File: config.mk
export PLATFORM = sky130hd
export DESIGN_NAME = adp_post_proc
export DESIGN_NICKNAME = d
export VERILOG_FILES = /design/src/hw/adp_pkg.sv /design/src/hw/adp_post_proc.sv
export SDC_FILE = /design/constraint.sdc
export NUM_CORES = 2
export LEC_CHECK = 0
export BUFFER_PORTS_ARGS = -buffer_cell sky130_fd_sc_hd__buf_2
export CAP_MARGIN = 20
export CORE_ASPECT_RATIO = 0.7
export CORE_MARGIN = 2
export CORE_UTILIZATION = 25
export CTS_BUF_LIST = sky130_fd_sc_hd__clkbuf_4 sky130_fd_sc_hd__clkbuf_8 sky130_fd_sc_hd__clkbuf_16
export CTS_CLUSTER_DIAMETER = 200
export DETAILED_ROUTE_END_ITERATION = 10
export SLEW_MARGIN = 20
export SYNTH_ARGS = -nofsm -noshare
export SYNTH_HDL_FRONTEND = slang
export SYNTH_SLANG_ARGS = --single-unit
File: constraint.sdc
create_clock -name core_clk -period 9.2 [get_ports core_clk]
set_input_delay 1.84 -clock core_clk [delete_from_list [all_inputs] [get_ports core_clk]]
set_output_delay 1.84 -clock core_clk [all_outputs]
set_load 0.03 [all_outputs]
File: src/hw/adp_pkg.sv
`default_nettype none
package adp_pkg;

   // ****************************************
   // sample path
   // ****************************************
   localparam int SAMPLE_W = 12;
   localparam int RAW_LAT = 16;
   localparam int DIG_EXTRA = 4;
   localparam int LINE_LEN = RAW_LAT + DIG_EXTRA - 2;
   localparam int RAW_TAP = RAW_LAT - 1;
   localparam int DIG_TAP = RAW_LAT + DIG_EXTRA - 3;
   localparam logic [11:0] MID_CODE = 12'h800;
   localparam logic [11:0] POS_FULL = 12'h7ff;
   localparam logic [11:0] NEG_FULL = 12'h800;
   localparam logic [3:0] GAIN_MAX = 4'hc;
   localparam logic [3:0] TC_MAX = 4'hb;
   localparam logic [5:0] TC_BASE_SHIFT = 6'h14;
   localparam int ACC_W = 48;

   // ****************************************
   // timing
   // ****************************************
   localparam int CLK_NS = 8;
   localparam int PDN_WAKE_NS = 100000;
   localparam int STBY_WAKE_NS = 50000;
   localparam int CLKSTOP_NS = 1000;
   localparam int PDN_WAKE_CYC_DEF = (PDN_WAKE_NS + CLK_NS - 1) / CLK_NS;
   localparam int STBY_WAKE_CYC_DEF = (STBY_WAKE_NS + CLK_NS - 1) / CLK_NS;
   localparam logic [7:0] CLKSTOP_CYC = 8'(CLKSTOP_NS / CLK_NS);

   // ****************************************
   // register map
   // ****************************************
   localparam int AXI_AW = 8;
   localparam logic [7:0] REG_CTRL = 8'h00;
   localparam logic [7:0] REG_OFFCFG = 8'h04;
   localparam logic [7:0] REG_STATUS = 8'h08;
   localparam logic [7:0] REG_EST = 8'h0c;
   localparam int CTRL_DIG_EN_BIT = 0;
   localparam int CTRL_FMT_BIT = 1;
   localparam int CTRL_PDN_BIT = 2;
   localparam int CTRL_STBYA_BIT = 3;
   localparam int CTRL_STBYB_BIT = 4;
   localparam int CTRL_GAIN_LSB = 8;
   localparam int OFF_EN_BIT = 0;
   localparam int OFF_HOLD_BIT = 1;
   localparam int OFF_TC_LSB = 4;
   localparam int EST_B_LSB = 16;
   localparam logic [31:0] CTRL_RST = 32'h0000_0000;
   localparam logic [31:0] OFFCFG_RST = 32'h0000_0002;
   localparam logic [1:0] RESP_OKAY = 2'h0;
   localparam logic [1:0] RESP_SLVERR = 2'h2;

   typedef enum logic [3:0] {
      PM_NORMAL = 4'h1,
      PM_PDN = 4'h2,
      PM_STBYA = 4'h4,
      PM_MUX = 4'h8
   } adp_pmode_t;

   // half-decibel steps as Q.10 factors
   function automatic logic [11:0] adp_gain_factor(input logic [3:0] g);
      unique case (g)
         4'h0: return 12'h400;
         4'h1: return 12'h43c;
         4'h2: return 12'h47d;
         4'h3: return 12'h4c1;
         4'h4: return 12'h509;
         4'h5: return 12'h556;
         4'h6: return 12'h5a6;
         4'h7: return 12'h5fc;
         4'h8: return 12'h657;
         4'h9: return 12'h6b7;
         4'ha: return 12'h71d;
         4'hb: return 12'h789;
         default: return 12'h7fb;
      endcase
   endfunction

   function automatic logic [11:0] adp_sat12(input logic [14:0] v);
      if (!v[14] && v[13:11] != 3'h0) return POS_FULL;
      if (v[14] && v[13:11] != 3'h7) return NEG_FULL;
      return v[11:0];
   endfunction

   function automatic logic [11:0] adp_fmt(input logic [11:0] c, input logic twos);
      return twos ? c : c ^ MID_CODE;
   endfunction

   function automatic logic [31:0] adp_wmerge(input logic [31:0] old, input logic [31:0] nw,
                                               input logic [3:0] strb);
      logic [31:0] r;
      r = old;
      for (int b = 0; b < 4; b++) begin
         if (strb[b]) r[b*8 +: 8] = nw[b*8 +: 8];
      end
      return r;
   endfunction

endpackage
`default_nettype wire

File: src/hw/adp_post_proc.sv
// Function
// - after reset, raw code reaches the buses sixteen sample cycles later
// - enabled digital functions add pipeline stages, lengthening total latency
// - gain and offset functions act only while the digital enable is 1
// - gain settable 0 to 6 dB in 0.5 dB steps, shrinking full scale
// - gain resets to 0 dB, the widest input range
// - enabled offset loop estimates each channel's dc and subtracts it every sample
// - 4-bit time constant: 0000 is 1M cycles, doubling to 2G at 1011
// - hold field at 0 freezes the estimate, which keeps being applied
// - offset loop is off after reset, no correction applied
// - three mode pins decode normal, global down, channel A down, multiplexed
// - multiplexed mode interleaves both channels onto the channel B bus
// - global power-down by pins or bit turns both output buses off
// - data valid again about 100 us after leaving global power-down
// - channel standby per channel, valid again about 50 us after wake
// - low-power state when the sample rate falls under 1 MSPS
// - output coding twos complement or offset binary, by bit or pin
// - positive overdrive gives FFF offset binary or 7FF twos complement
// - negative overdrive gives 000 offset binary or 800 twos complement
// - channel A bus is off while multiplexed mode is active
// - each channel delivers a 12-bit word with an aligned strobe
`default_nettype none
module adp_post_proc #(
   parameter int unsigned PDN_WAKE_CYC = adp_pkg::PDN_WAKE_CYC_DEF, // wake after global down
   parameter int unsigned STBY_WAKE_CYC = adp_pkg::STBY_WAKE_CYC_DEF // wake after standby
) (
   input wire logic core_clk, // 125 MHz
   input wire logic rst_n, // async, active low
   input wire logic sampleValid, // converter core sample strobe
   input wire logic [adp_pkg::SAMPLE_W-1:0] rawA, // channel A raw code, offset binary
   input wire logic [adp_pkg::SAMPLE_W-1:0] rawB, // channel B raw code, offset binary
   input wire logic powerModePinFirst, // mode pin 1
   input wire logic powerModePinSecond, // mode pin 2
   input wire logic powerModePinThird, // mode pin 3
   input wire logic formatSelectPin, // 1 = twos complement
   input wire logic parallelConfigPin, // 1 = format taken from pin
   input wire logic awvalid, // axi write address
   output logic awready, // axi
   input wire logic [adp_pkg::AXI_AW-1:0] awaddr, // axi
   input wire logic [2:0] awprot, // axi, unused
   input wire logic wvalid, // axi write data
   output logic wready, // axi
   input wire logic [31:0] wdata, // axi
   input wire logic [3:0] wstrb, // axi
   output logic bvalid, // axi write response
   input wire logic bready, // axi
   output logic [1:0] bresp, // axi
   input wire logic arvalid, // axi read address
   output logic arready, // axi
   input wire logic [adp_pkg::AXI_AW-1:0] araddr, // axi
   input wire logic [2:0] arprot, // axi, unused
   output logic rvalid, // axi read data
   input wire logic rready, // axi
   output logic [31:0] rdata, // axi
   output logic [1:0] rresp, // axi
   output logic [adp_pkg::SAMPLE_W-1:0] channelAOutputBus, // channel A word
   output logic channelAOutputEn, // channel A bus driven
   output logic channelAStrobe, // new word on A
   output logic [adp_pkg::SAMPLE_W-1:0] channelBOutputBus, // channel B word
   output logic channelBOutputEn, // channel B bus driven
   output logic channelBStrobe, // new word on B
   output logic channelBCarriesA, // B bus holds a channel A word
   output logic channelAValid, // A data trustworthy
   output logic channelBValid, // B data trustworthy
   output logic lowPowerState // sample clock stopped
);
   import adp_pkg::*;

   typedef struct packed {
      logic [4:0] sync1;
      logic [4:0] sync2;
      logic [4:0] sync3;
      logic [4:0] pins;
      adp_pmode_t mode;
      logic unsupported;
      logic awready;
      logic wready;
      logic awHeld;
      logic wHeld;
      logic [AXI_AW-1:0] awAddr;
      logic [31:0] wData;
      logic [3:0] wStrb;
      logic bvalid;
      logic [1:0] bresp;
      logic arready;
      logic rvalid;
      logic [31:0] rdata;
      logic [1:0] rresp;
      logic digEn;
      logic fmtTwos;
      logic pdnBit;
      logic stbyA;
      logic stbyB;
      logic [3:0] gain;
      logic loopEn;
      logic hold;
      logic [3:0] tc;
      logic [7:0] idle;
      logic lowPower;
      logic pdnAct;
      logic [1:0] stbyAct;
      logic [15:0] pdnCnt;
      logic [1:0][15:0] stbyCnt;
      logic [1:0][ACC_W-1:0] acc;
      logic [1:0][13:0] s1;
      logic [1:0][11:0] s2;
      logic [1:0][LINE_LEN-1:0][11:0] line;
      logic [11:0] busA;
      logic [11:0] busB;
      logic oeA;
      logic oeB;
      logic strobeA;
      logic strobeB;
      logic tagB;
      logic muxPend;
      logic [11:0] muxWord;
      logic validA;
      logic validB;
   } adp_state_t;

   adp_state_t st;
   adp_state_t next_st;
   logic twos;
   logic [1:0][13:0] est;

   // ****************************************
   // next state
   // ****************************************
   always_comb begin
      logic [31:0] ctrlImg;
      logic [31:0] offImg;
      logic [31:0] img;
      logic [11:0] raw;
      logic [11:0] cen;
      logic [24:0] prod;
      logic [47:0] shifted;
      logic [5:0] sh;
      logic [13:0] corr;
      logic [14:0] diff;
      logic [11:0] lineIn;
      int tap;
      ctrlImg = '0;
      offImg = '0;
      img = '0;
      raw = '0;
      cen = '0;
      prod = '0;
      shifted = '0;
      sh = '0;
      corr = '0;
      diff = '0;
      lineIn = '0;
      tap = st.digEn ? DIG_TAP : RAW_TAP;
      next_st = st;
      est = '0;

      // pins: three flops, a change counts once the last two agree
      next_st.sync1 = {parallelConfigPin, formatSelectPin, powerModePinThird,
                       powerModePinSecond, powerModePinFirst};
      next_st.sync2 = st.sync1;
      next_st.sync3 = st.sync2;
      if (st.sync2 == st.sync3) next_st.pins = st.sync3;
      twos = st.pins[4] ? st.pins[3] : st.fmtTwos;

      next_st.unsupported = 1'b0;
      unique case (st.pins[2:0])
         3'b000: next_st.mode = PM_NORMAL;
         3'b001: next_st.mode = PM_PDN;
         3'b101: next_st.mode = PM_STBYA;
         3'b111: next_st.mode = PM_MUX;
         default: begin
            next_st.mode = PM_NORMAL;
            next_st.unsupported = 1'b1;
         end
      endcase

      // ****************************************
      // power control
      // ****************************************
      next_st.pdnAct = (st.mode == PM_PDN) || st.pdnBit;
      next_st.stbyAct[0] = st.stbyA || (st.mode == PM_STBYA);
      next_st.stbyAct[1] = st.stbyB;
      if (st.pdnAct) next_st.pdnCnt = 16'(PDN_WAKE_CYC);
      else if (st.pdnCnt != 16'h0) next_st.pdnCnt = st.pdnCnt - 16'h1;
      for (int c = 0; c < 2; c++) begin
         if (st.stbyAct[c]) next_st.stbyCnt[c] = 16'(STBY_WAKE_CYC);
         else if (st.stbyCnt[c] != 16'h0) next_st.stbyCnt[c] = st.stbyCnt[c] - 16'h1;
      end
      // a missing sample strobe is how a stopped input clock shows here
      if (sampleValid) next_st.idle = 8'h0;
      else if (st.idle != CLKSTOP_CYC) next_st.idle = st.idle + 8'h1;
      next_st.lowPower = (next_st.idle == CLKSTOP_CYC);

      next_st.oeA = !st.pdnAct && !st.stbyAct[0] && (st.mode != PM_MUX);
      next_st.oeB = !st.pdnAct && (!st.stbyAct[1] || st.mode == PM_MUX);
      next_st.validA = next_st.oeA && !st.lowPower && st.pdnCnt == 16'h0
                       && st.stbyCnt[0] == 16'h0;
      next_st.validB = next_st.oeB && !st.lowPower && st.pdnCnt == 16'h0
                       && st.stbyCnt[1] == 16'h0
                       && (st.mode != PM_MUX || st.stbyCnt[0] == 16'h0);

      // ****************************************
      // data path
      // ****************************************
      for (int c = 0; c < 2; c++) begin
         raw = (c == 0) ? rawA : rawB;
         cen = raw ^ MID_CODE;
         prod = $signed({{13{cen[11]}}, cen}) * $signed({13'h0, adp_gain_factor(st.gain)});
         sh = TC_BASE_SHIFT + ((st.tc > TC_MAX) ? {2'h0, TC_MAX} : {2'h0, st.tc});
         shifted = $signed(st.acc[c]) >>> sh;
         est[c] = shifted[13:0];
         corr = (st.loopEn && st.digEn) ? est[c] : 14'h0;
         diff = $signed({st.s1[c][13], st.s1[c]}) - $signed({corr[13], corr});
         lineIn = st.digEn ? st.s2[c] : cen;
         // cleared even between samples, so a disabled loop never keeps a stale estimate
         if (!(st.loopEn && st.digEn)) next_st.acc[c] = '0;
         if (sampleValid) begin
            next_st.s1[c] = prod[23:10];
            next_st.s2[c] = adp_sat12(diff);
            next_st.line[c] = {st.line[c][LINE_LEN-2:0], lineIn};
            if (st.loopEn && st.digEn && st.hold)
               next_st.acc[c] = st.acc[c] + {{34{st.s1[c][13]}}, st.s1[c]}
                                - {{34{est[c][13]}}, est[c]};
         end
      end

      // ****************************************
      // output buses
      // ****************************************
      next_st.strobeA = 1'b0;
      next_st.strobeB = 1'b0;
      if (sampleValid) begin
         next_st.busA = adp_fmt(st.line[0][tap], twos);
         next_st.strobeA = 1'b1;
         next_st.strobeB = 1'b1;
         if (st.mode == PM_MUX) begin
            // B follows one cycle later; needs samples at least two cycles apart
            next_st.busB = adp_fmt(st.line[0][tap], twos);
            next_st.tagB = 1'b1;
            next_st.muxPend = 1'b1;
            next_st.muxWord = adp_fmt(st.line[1][tap], twos);
         end else begin
            next_st.busB = adp_fmt(st.line[1][tap], twos);
            next_st.tagB = 1'b0;
            next_st.muxPend = 1'b0;
         end
      end else if (st.muxPend) begin
         next_st.busB = st.muxWord;
         next_st.tagB = 1'b0;
         next_st.strobeB = 1'b1;
         next_st.muxPend = 1'b0;
      end

      // ****************************************
      // register bus
      // ****************************************
      ctrlImg[CTRL_DIG_EN_BIT] = st.digEn;
      ctrlImg[CTRL_FMT_BIT] = st.fmtTwos;
      ctrlImg[CTRL_PDN_BIT] = st.pdnBit;
      ctrlImg[CTRL_STBYA_BIT] = st.stbyA;
      ctrlImg[CTRL_STBYB_BIT] = st.stbyB;
      ctrlImg[CTRL_GAIN_LSB +: 4] = st.gain;
      offImg[OFF_EN_BIT] = st.loopEn;
      offImg[OFF_HOLD_BIT] = st.hold;
      offImg[OFF_TC_LSB +: 4] = st.tc;
      if (awvalid && st.awready) begin
         next_st.awHeld = 1'b1;
         next_st.awAddr = awaddr;
      end
      if (wvalid && st.wready) begin
         next_st.wHeld = 1'b1;
         next_st.wData = wdata;
         next_st.wStrb = wstrb;
      end
      if (st.bvalid && bready) next_st.bvalid = 1'b0;
      if (st.awHeld && st.wHeld && !st.bvalid) begin
         next_st.awHeld = 1'b0;
         next_st.wHeld = 1'b0;
         next_st.bvalid = 1'b1;
         next_st.bresp = RESP_OKAY;
         if (st.awAddr == REG_CTRL) begin
            img = adp_wmerge(ctrlImg, st.wData, st.wStrb);
            next_st.digEn = img[CTRL_DIG_EN_BIT];
            next_st.fmtTwos = img[CTRL_FMT_BIT];
            next_st.pdnBit = img[CTRL_PDN_BIT];
            next_st.stbyA = img[CTRL_STBYA_BIT];
            next_st.stbyB = img[CTRL_STBYB_BIT];
            next_st.gain = (img[CTRL_GAIN_LSB +: 4] > GAIN_MAX) ? GAIN_MAX
                           : img[CTRL_GAIN_LSB +: 4];
         end else if (st.awAddr == REG_OFFCFG) begin
            img = adp_wmerge(offImg, st.wData, st.wStrb);
            next_st.loopEn = img[OFF_EN_BIT];
            next_st.hold = img[OFF_HOLD_BIT];
            next_st.tc = img[OFF_TC_LSB +: 4];
         end else if (st.awAddr != REG_STATUS && st.awAddr != REG_EST) begin
            next_st.bresp = RESP_SLVERR;
         end
      end
      next_st.awready = !next_st.awHeld && !next_st.bvalid;
      next_st.wready = !next_st.wHeld && !next_st.bvalid;

      if (st.rvalid && rready) begin
         next_st.rvalid = 1'b0;
         next_st.arready = 1'b1;
      end
      if (arvalid && st.arready) begin
         next_st.arready = 1'b0;
         next_st.rvalid = 1'b1;
         next_st.rresp = RESP_OKAY;
         next_st.rdata = '0;
         unique case (araddr)
            REG_CTRL: next_st.rdata = ctrlImg;
            REG_OFFCFG: next_st.rdata = offImg;
            REG_STATUS: next_st.rdata = {20'h0, st.mode, 1'b0, st.unsupported, st.pdnAct,
                                         st.lowPower, st.stbyAct, st.validB, st.validA};
            REG_EST: next_st.rdata = {est[1][13], est[1][13], est[1],
                                      est[0][13], est[0][13], est[0]};
            default: next_st.rresp = RESP_SLVERR;
         endcase
      end
   end

   // ****************************************
   // state register
   // ****************************************
   always_ff @(posedge core_clk or negedge rst_n) begin
      if (!rst_n) begin
         st <= '0;
         st.mode <= PM_NORMAL;
         st.awready <= 1'b1;
         st.wready <= 1'b1;
         st.arready <= 1'b1;
         st.digEn <= CTRL_RST[CTRL_DIG_EN_BIT];
         st.gain <= CTRL_RST[CTRL_GAIN_LSB +: 4];
         st.loopEn <= OFFCFG_RST[OFF_EN_BIT];
         st.hold <= OFFCFG_RST[OFF_HOLD_BIT];
      end else begin
         st <= next_st;
      end
   end

   assign awready = st.awready;
   assign wready = st.wready;
   assign bvalid = st.bvalid;
   assign bresp = st.bresp;
   assign arready = st.arready;
   assign rvalid = st.rvalid;
   assign rdata = st.rdata;
   assign rresp = st.rresp;
   assign channelAOutputBus = st.busA;
   assign channelAOutputEn = st.oeA;
   assign channelAStrobe = st.strobeA;
   assign channelBOutputBus = st.busB;
   assign channelBOutputEn = st.oeB;
   assign channelBStrobe = st.strobeB;
   assign channelBCarriesA = st.tagB;
   assign channelAValid = st.validA;
   assign channelBValid = st.validB;
   assign lowPowerState = st.lowPower;

   // ****************************************
   // checks
   // ****************************************
   logic [5:0] rawRun;
   logic [5:0] digRun;
   logic prevTwos;

   always_ff @(posedge core_clk or negedge rst_n) begin
      if (!rst_n) begin
         rawRun <= 6'h0;
         digRun <= 6'h0;
         prevTwos <= 1'b0;
      end else begin
         prevTwos <= twos;
         if (sampleValid && !st.digEn && twos == prevTwos)
            rawRun <= (rawRun == 6'h3f) ? rawRun : rawRun + 6'h1;
         else
            rawRun <= 6'h0;
         if (sampleValid && st.digEn && st.gain == 4'h0 && !st.loopEn && twos == prevTwos)
            digRun <= (digRun == 6'h3f) ? digRun : digRun + 6'h1;
         else
            digRun <= 6'h0;
      end
   end
endmodule // adp_post_proc
`default_nettype wire

### After elaboration in Yosys (flattened, before gate mapping)

Memories as Yosys holds them, arrays and structs flattened.
Index checks and enable logic that the tools add are counted.

| storage, ports and cells | value |
|---|---|
| register bits | 789 |
| memory bits (read-only) | 320 |
| input bits | 95 |
| output and inout bits | 73 |
| logic and storage cells | 265 |
| memories kept | 2 |

| cells by class | value |
|---|---|
| $add $sub $neg | 11 |
| $mul | 2 |
| order comparisons | 3 |
| equality and inequality tests | 18 |
| shifts and indexed selects | 2 |
| muxes and demuxes | 72 |
| bitwise operators | 5 |
| reductions and logical operators | 62 |

Memory list:

| name | depth | width | rd ports | clocked after memory_dff | wr ports | RTL line | source |
|---|---|---|---|---|---|---|---|
| (no name shown) | 16 | 10 | 1 | 0 | 0 | adp_pkg.sv:64 | `unique case (g)` |
| (no name shown) | 16 | 10 | 1 | 0 | 0 | adp_pkg.sv:64 |  |

Operators by type and width:

| kind | count |
|---|---|
| $mux W48 | 6 |
| $mux W12 | 19 |
| $pmux W32 S4 | 1 |
| $bmux W12 S5 | 2 |
| $add A48 B48 Y48 | 2 |
| $mux W16 | 6 |
| $sshr A48 B6 Y14 | 2 |
| $sub A48 B48 Y48 | 2 |
| $logic_not A16 Y1 | 3 |
| $mul A12 B13 Y24 | 2 |
| $reduce_bool A16 Y1 | 3 |
| $sub A16 B1 Y16 const B | 3 |
| $mux W36 | 1 |
| $sub A14 B14 Y15 | 2 |
| $mux W14 | 2 |
| $logic_and A1 B1 Y1 | 26 |
| $mux W4 | 5 |
| $eq A8 B3 Y1 const B | 2 |
| $eq A8 B4 Y1 const B | 2 |
| $logic_not A8 Y1 | 2 |
| $mux W1 | 16 |
| $mux W8 | 2 |
| $ne A8 B4 Y1 const B | 2 |
| $mux W2 | 7 |
| 27 further kinds | 55 |

### Longest topological paths before layout

| logic depth | value |
|---|---|
| word-level depth | 14 |
| mapped depth | 28 |
| mapped depth without buffers | 27 |

### Worst setup path after synthesis

Ideal clock, no wire load.

| timing | value |
|---|---|
| path type | reg2reg |
| start | reg st[684] (netlist name) |
| end | reg st[617] (netlist name) |
| setup time | 0.069 ns |
| arrival time | 7.281 ns |
| required time | 9.131 ns |
| setup slack | 1.851 ns |
| cell stages (with the launch flop) | 21 |
| buffers on the path | 4 |
| clock period less this slack | 7.349 ns |
| cell sequence | dfrtp_1 -> buf_2 -> a21oi_1 -> buf_2 -> buf_2 -> mux2i_1 -> mux2i_1 -> mux2i_1 -> nor2_1 -> a21oi_1 -> fa_1 -> ha_1 -> clkbuf_2 -> nand3_1 -> or4_4 -> nor3_4 -> o21ai_2 -> o41ai_2 -> a311oi_1 -> or4_1 -> nand3_1 |

RTL lines:

| what | RTL line | source |
|---|---|---|
| from (decl) | adp_post_proc.sv:121 | `adp_state_t st;` |
| from (signal assigned) | adp_post_proc.sv:338 | `st <= next_st;` |

### Worst setup path after layout

| timing | value |
|---|---|
| start | reg st[691] (netlist name) |
| end | reg st[513] (netlist name) |

| on the way | value |
|---|---|
| cells in the longest elaborated chain, start to end | 2 |

RTL lines:

| what | RTL line | source |
|---|---|---|
| $mem_v2 Z16 W10 | -- |  |
| $mul A12 B13 Y24 | adp_post_proc.sv:208 | `prod = $signed({{13{cen[11]}}, cen}) * $signed({13'h0, adp_gain_factor(st.gain)});` |

No other way between the ends.
A chain may end at the register's enable or synchronous reset.

==> flow_summary_export.csv <==
group,metric,value,unit
outcome,status,"finished, final reports clean",
critical_path,end_kind,"flip-flop",
clock_network,cts.clk_slew.worst_paths,0.06,ns
synth,synthTopCellsByCount,"dfrtp_1, mux2_2, nand2_1",
synth,yosys-top-cells-area,"dfrtp_1, fa_1, mux2_2",
timing,clock-skew-final,0.05875,ns
min_path,holdCritPathClass,"reg2reg",
synth,synthesis.area,49100,um^2
timing,fmax,0.1334,GHz
cells_and_area,final_area,55180,um^2
timing,worst_pin_slew,1.082,ns
global_route,grt_pass1_vias,33560,
clock_network,h-tree-depth,3,
clock_network,clockBufferDepth,3,
synth,ys.flop_type,"dfrtp_1",
place,pre_cts_slack,1.645,ns
floorplanning,start_util,0.2509,
global_route,antenna_found_initial,24,
synth,synth_most_common_cell,"dfrtp_1",
clock_network,cts_resized,0,
critical_path,worstPathRequired,9.78,ns
clock_network,cts_setup_buffers,0,
synth,synth_edf_count,0,
detailed_routing,dr.pass1.iters,6,
floorplanning,coreArea,195700,um^2
detailed_routing,drt-vias-per-instance,4.580,
timing,fin_crit,7.496,ns
global_route,gr-total-overflow,0,
cells_and_area,nets,5161,
min_path,whs_endpoint,"next_st[797]$_DFF_PN0_",
global_route,grt_pass1_wl,190.9,mm
min_path,min_from,"next_st[802]$_DFF_PN0_",
synth,postSynthCellCount,4550,
clock_network,cts_buffers,89,
global_route,grt_max_degree,174,
global_route,grtUsageMet3,0.01703,
synth,yosysUniqueCellTypes,89,
timing,slew_viol_final,0,
synth,ys_warn_count,0,
critical_path,reg2reg_slack,1.70,ns
timing,slew_headroom,0.2773,
detailed_routing,ant_nets,0,
timing,min_period_over_period,0.8148,
detailed_routing,drc,0,
detailed_routing,drtIter0Drc,2217,
timing,fin_ws,1.704,ns
clock_network,cts_tree,"built",
global_route,grtUsageMet1,0.1717,
global_route,grt_usage,0.1178,
floorplanning,die_x,533.7,um
clock_network,cts_sinks,777,
cells_and_area,fillCellCount,20290,
floorplanning,die_area,200000,um^2
clock_network,cts-root-buf,"clkbuf_16",
power_and_ir_drop,p_per_area,292.7,nW/um^2
place,dpl.hpwl,84.77,mm
critical_path,cp.arrival,8.08,ns
synth,syn_avg_cell_area,10.79,um^2
global_route,use_met2,0.1815,
synth,synth_top_cell_by_area,"dfrtp_1",
clock_network,clock_latency,0.72,ns
critical_path,worstSetupStartpointType,"flip-flop",
critical_path,reg2reg_from,"st[691]$_DFFE_PN0P_",
synth,seq_area_frac_synth,0.3962,
cells_and_area,seqCellArea,19460,um^2
critical_path,path_max_fanout,14,
synth,ys_async_sr_fraction,1.000,
detailed_routing,drt_wl_total,117.0,mm
timing,setup_viol,0,
floorplanning,rows,136,
critical_path,rr_endpoint,"st[513]$_DFFE_PN0P_",
clock_network,cts_hold_buf,0,
critical_path,critical_path_class,"reg2reg",
power_and_ir_drop,p_leak,24.17,nW
floorplanning,ios,168,
cells_and_area,multi_input_area,27000,um^2
detailed_routing,wl_per_cell,16.20,um
floorplanning,chipHeight,374.8,um
global_route,top_usage_layer,"met2",
detailed_routing,vias,33090,
place,gp_congestion,0.8707,
timing,tns,0,ns
timing,hold_viol,0,
critical_path,reg2reg_depth,25,
timing,rsz0062_at_grt,"no",
synth,synth-seq-cells,777,
place,post_dp_cell_area,52070,um^2
min_path,hold_depth,0,
cells_and_area,drive_gt1_frac,0.1967,
power_and_ir_drop,vdd_ir_drop_max,177.2,uV
cells_and_area,area_growth,12.39,%
place,portBuffers,137,
job,drv_cap,0,
synth,netlist.area_leader.share,0.3935,
## flip-flops by register name, summed over array words and instances (netlist names), 11 cells and up
| signal | flops |
|---|---|
| st | 699 |
| next_st | 11 |
| channelBOutputBus | 12 |
| channelAOutputBus | 12 |
| rdata | 28 |
## how the worst max path moves through the flow
stage                   startpoint                   to  slack (ns)  cells after the start
2_1_floorplan  st[684]$_DFFE_PN0P_    st[617]$_DFF_PN0_        1.85                     20
3_3_place_gp               rawA[1]  st[513]$_DFFE_PN0P_        1.71                     20
3_5_place_dp               rawA[1]  st[513]$_DFFE_PN0P_        1.64                     20
4_1_cts        st[691]$_DFFE_PN0P_  st[513]$_DFFE_PN0P_        1.68                     25
5_1_grt        st[691]$_DFFE_PN0P_  st[513]$_DFFE_PN0P_        1.28                     25
6_report       st[691]$_DFFE_PN0P_  st[513]$_DFFE_PN0P_        1.70                     25
## layout by cell type, fill, tap and decap left out, types with 18 or more instances in the layout
cell,count
a21oi_1,256
buf_4,42
or3_1,25
nor2b_1,21
o221ai_1,18
and3_1,24
fa_1,272
nand2b_1,51
xnor2_1,73
and2_1,109
o21a_1,27
a211oi_1,44
xor2_1,71
mux4_2,27
o21ai_0,173
nand2_1,471
clkbuf_16,89
nor2_1,191
dfrtp_1,768
ha_1,266
inv_1,332
nand3_1,56
buf_2,135
nand4_1,23
nor3_1,60
clkbuf_4,25
a21o_1,61
mux2i_1,113
mux2_2,483
## critical path, cell delays in order, from the launching register on
cell,delay (ns)
dfrtp_1,0.57
inv_1,0.17
ha_1,0.41
a21oi_1,0.28
nor2_1,0.51
buf_4,0.32
nand2_1,0.10
fa_1,0.49
inv_1,0.05
ha_1,0.18
fa_1,0.49
inv_1,0.06
fa_1,0.52
inv_1,0.05
fa_1,0.43
ha_1,0.30
a21oi_1,0.13
o21ai_0,0.26
o2111ai_1,0.38
a21oi_1,0.19
nor3_1,0.28
nor3_1,0.11
or3_1,0.42
o31a_1,0.28
xnor2_1,0.12
mux2_2,0.26
## per-layer routing
metal  vias to the layer above  part of all wire
li1                      15480                 -
met1                     16780              0.48
met2                       665              0.45
met3                       166             0.044
met4                         0             0.024
met5                         -                 0
## through the flow
stage                     total power, mW  hold slack [ns]  instances    util
after global routing                17.52           0.3515       7222  0.2820
after CTS                           16.31           0.3403       7222  0.2819
after detailed placement            12.51           0.3347       7059  0.2661
after floorplan                     10.69           0.3312       4551       -
after global placement              12.34           0.3416       7059  0.2661
final                               16.15           0.3377       7224  0.2820
## cells by family (layout without fill, tap and decap cells)
kind of cell	after synthesis	after routing	synth area share
buffers and inverters	630	679	0.05550
multiplexers	623	623	0.1462
AND/OR/NAND/NOR	1097	1097	0.1046
adder cells (fa/ha/maj)	538	538	0.1787
AO/OA/AOI/OAI	740	740	0.09304
XOR/XNOR	144	144	0.02569
other	1	4	0.00007638
flip-flops	777	777	0.3962
## report_power, final
group | switching [mW] | total, mW | internal (mW)
logic | 3.91 | 7.13 | 3.23
clock network | 1.51 | 3.66 | 2.15
registers | 0.802 | 5.36 | 4.56
## final cells by class
class / count / share of cell area
Clock buffer: 125 / 0.04651
Inverter: 333 / 0.02265
Clock inverter: 38 / 0.009546
Multi-Input combinational cell: 3144 / 0.4893
Timing Repair Buffer: 183 / 0.01980
Tap cell: 2622 / 0.05945
Sequential cell: 777 / 0.3526
Antenna cell: 2 / 0.00009070
No activity file was read; power rests on OpenSTA's default activity.
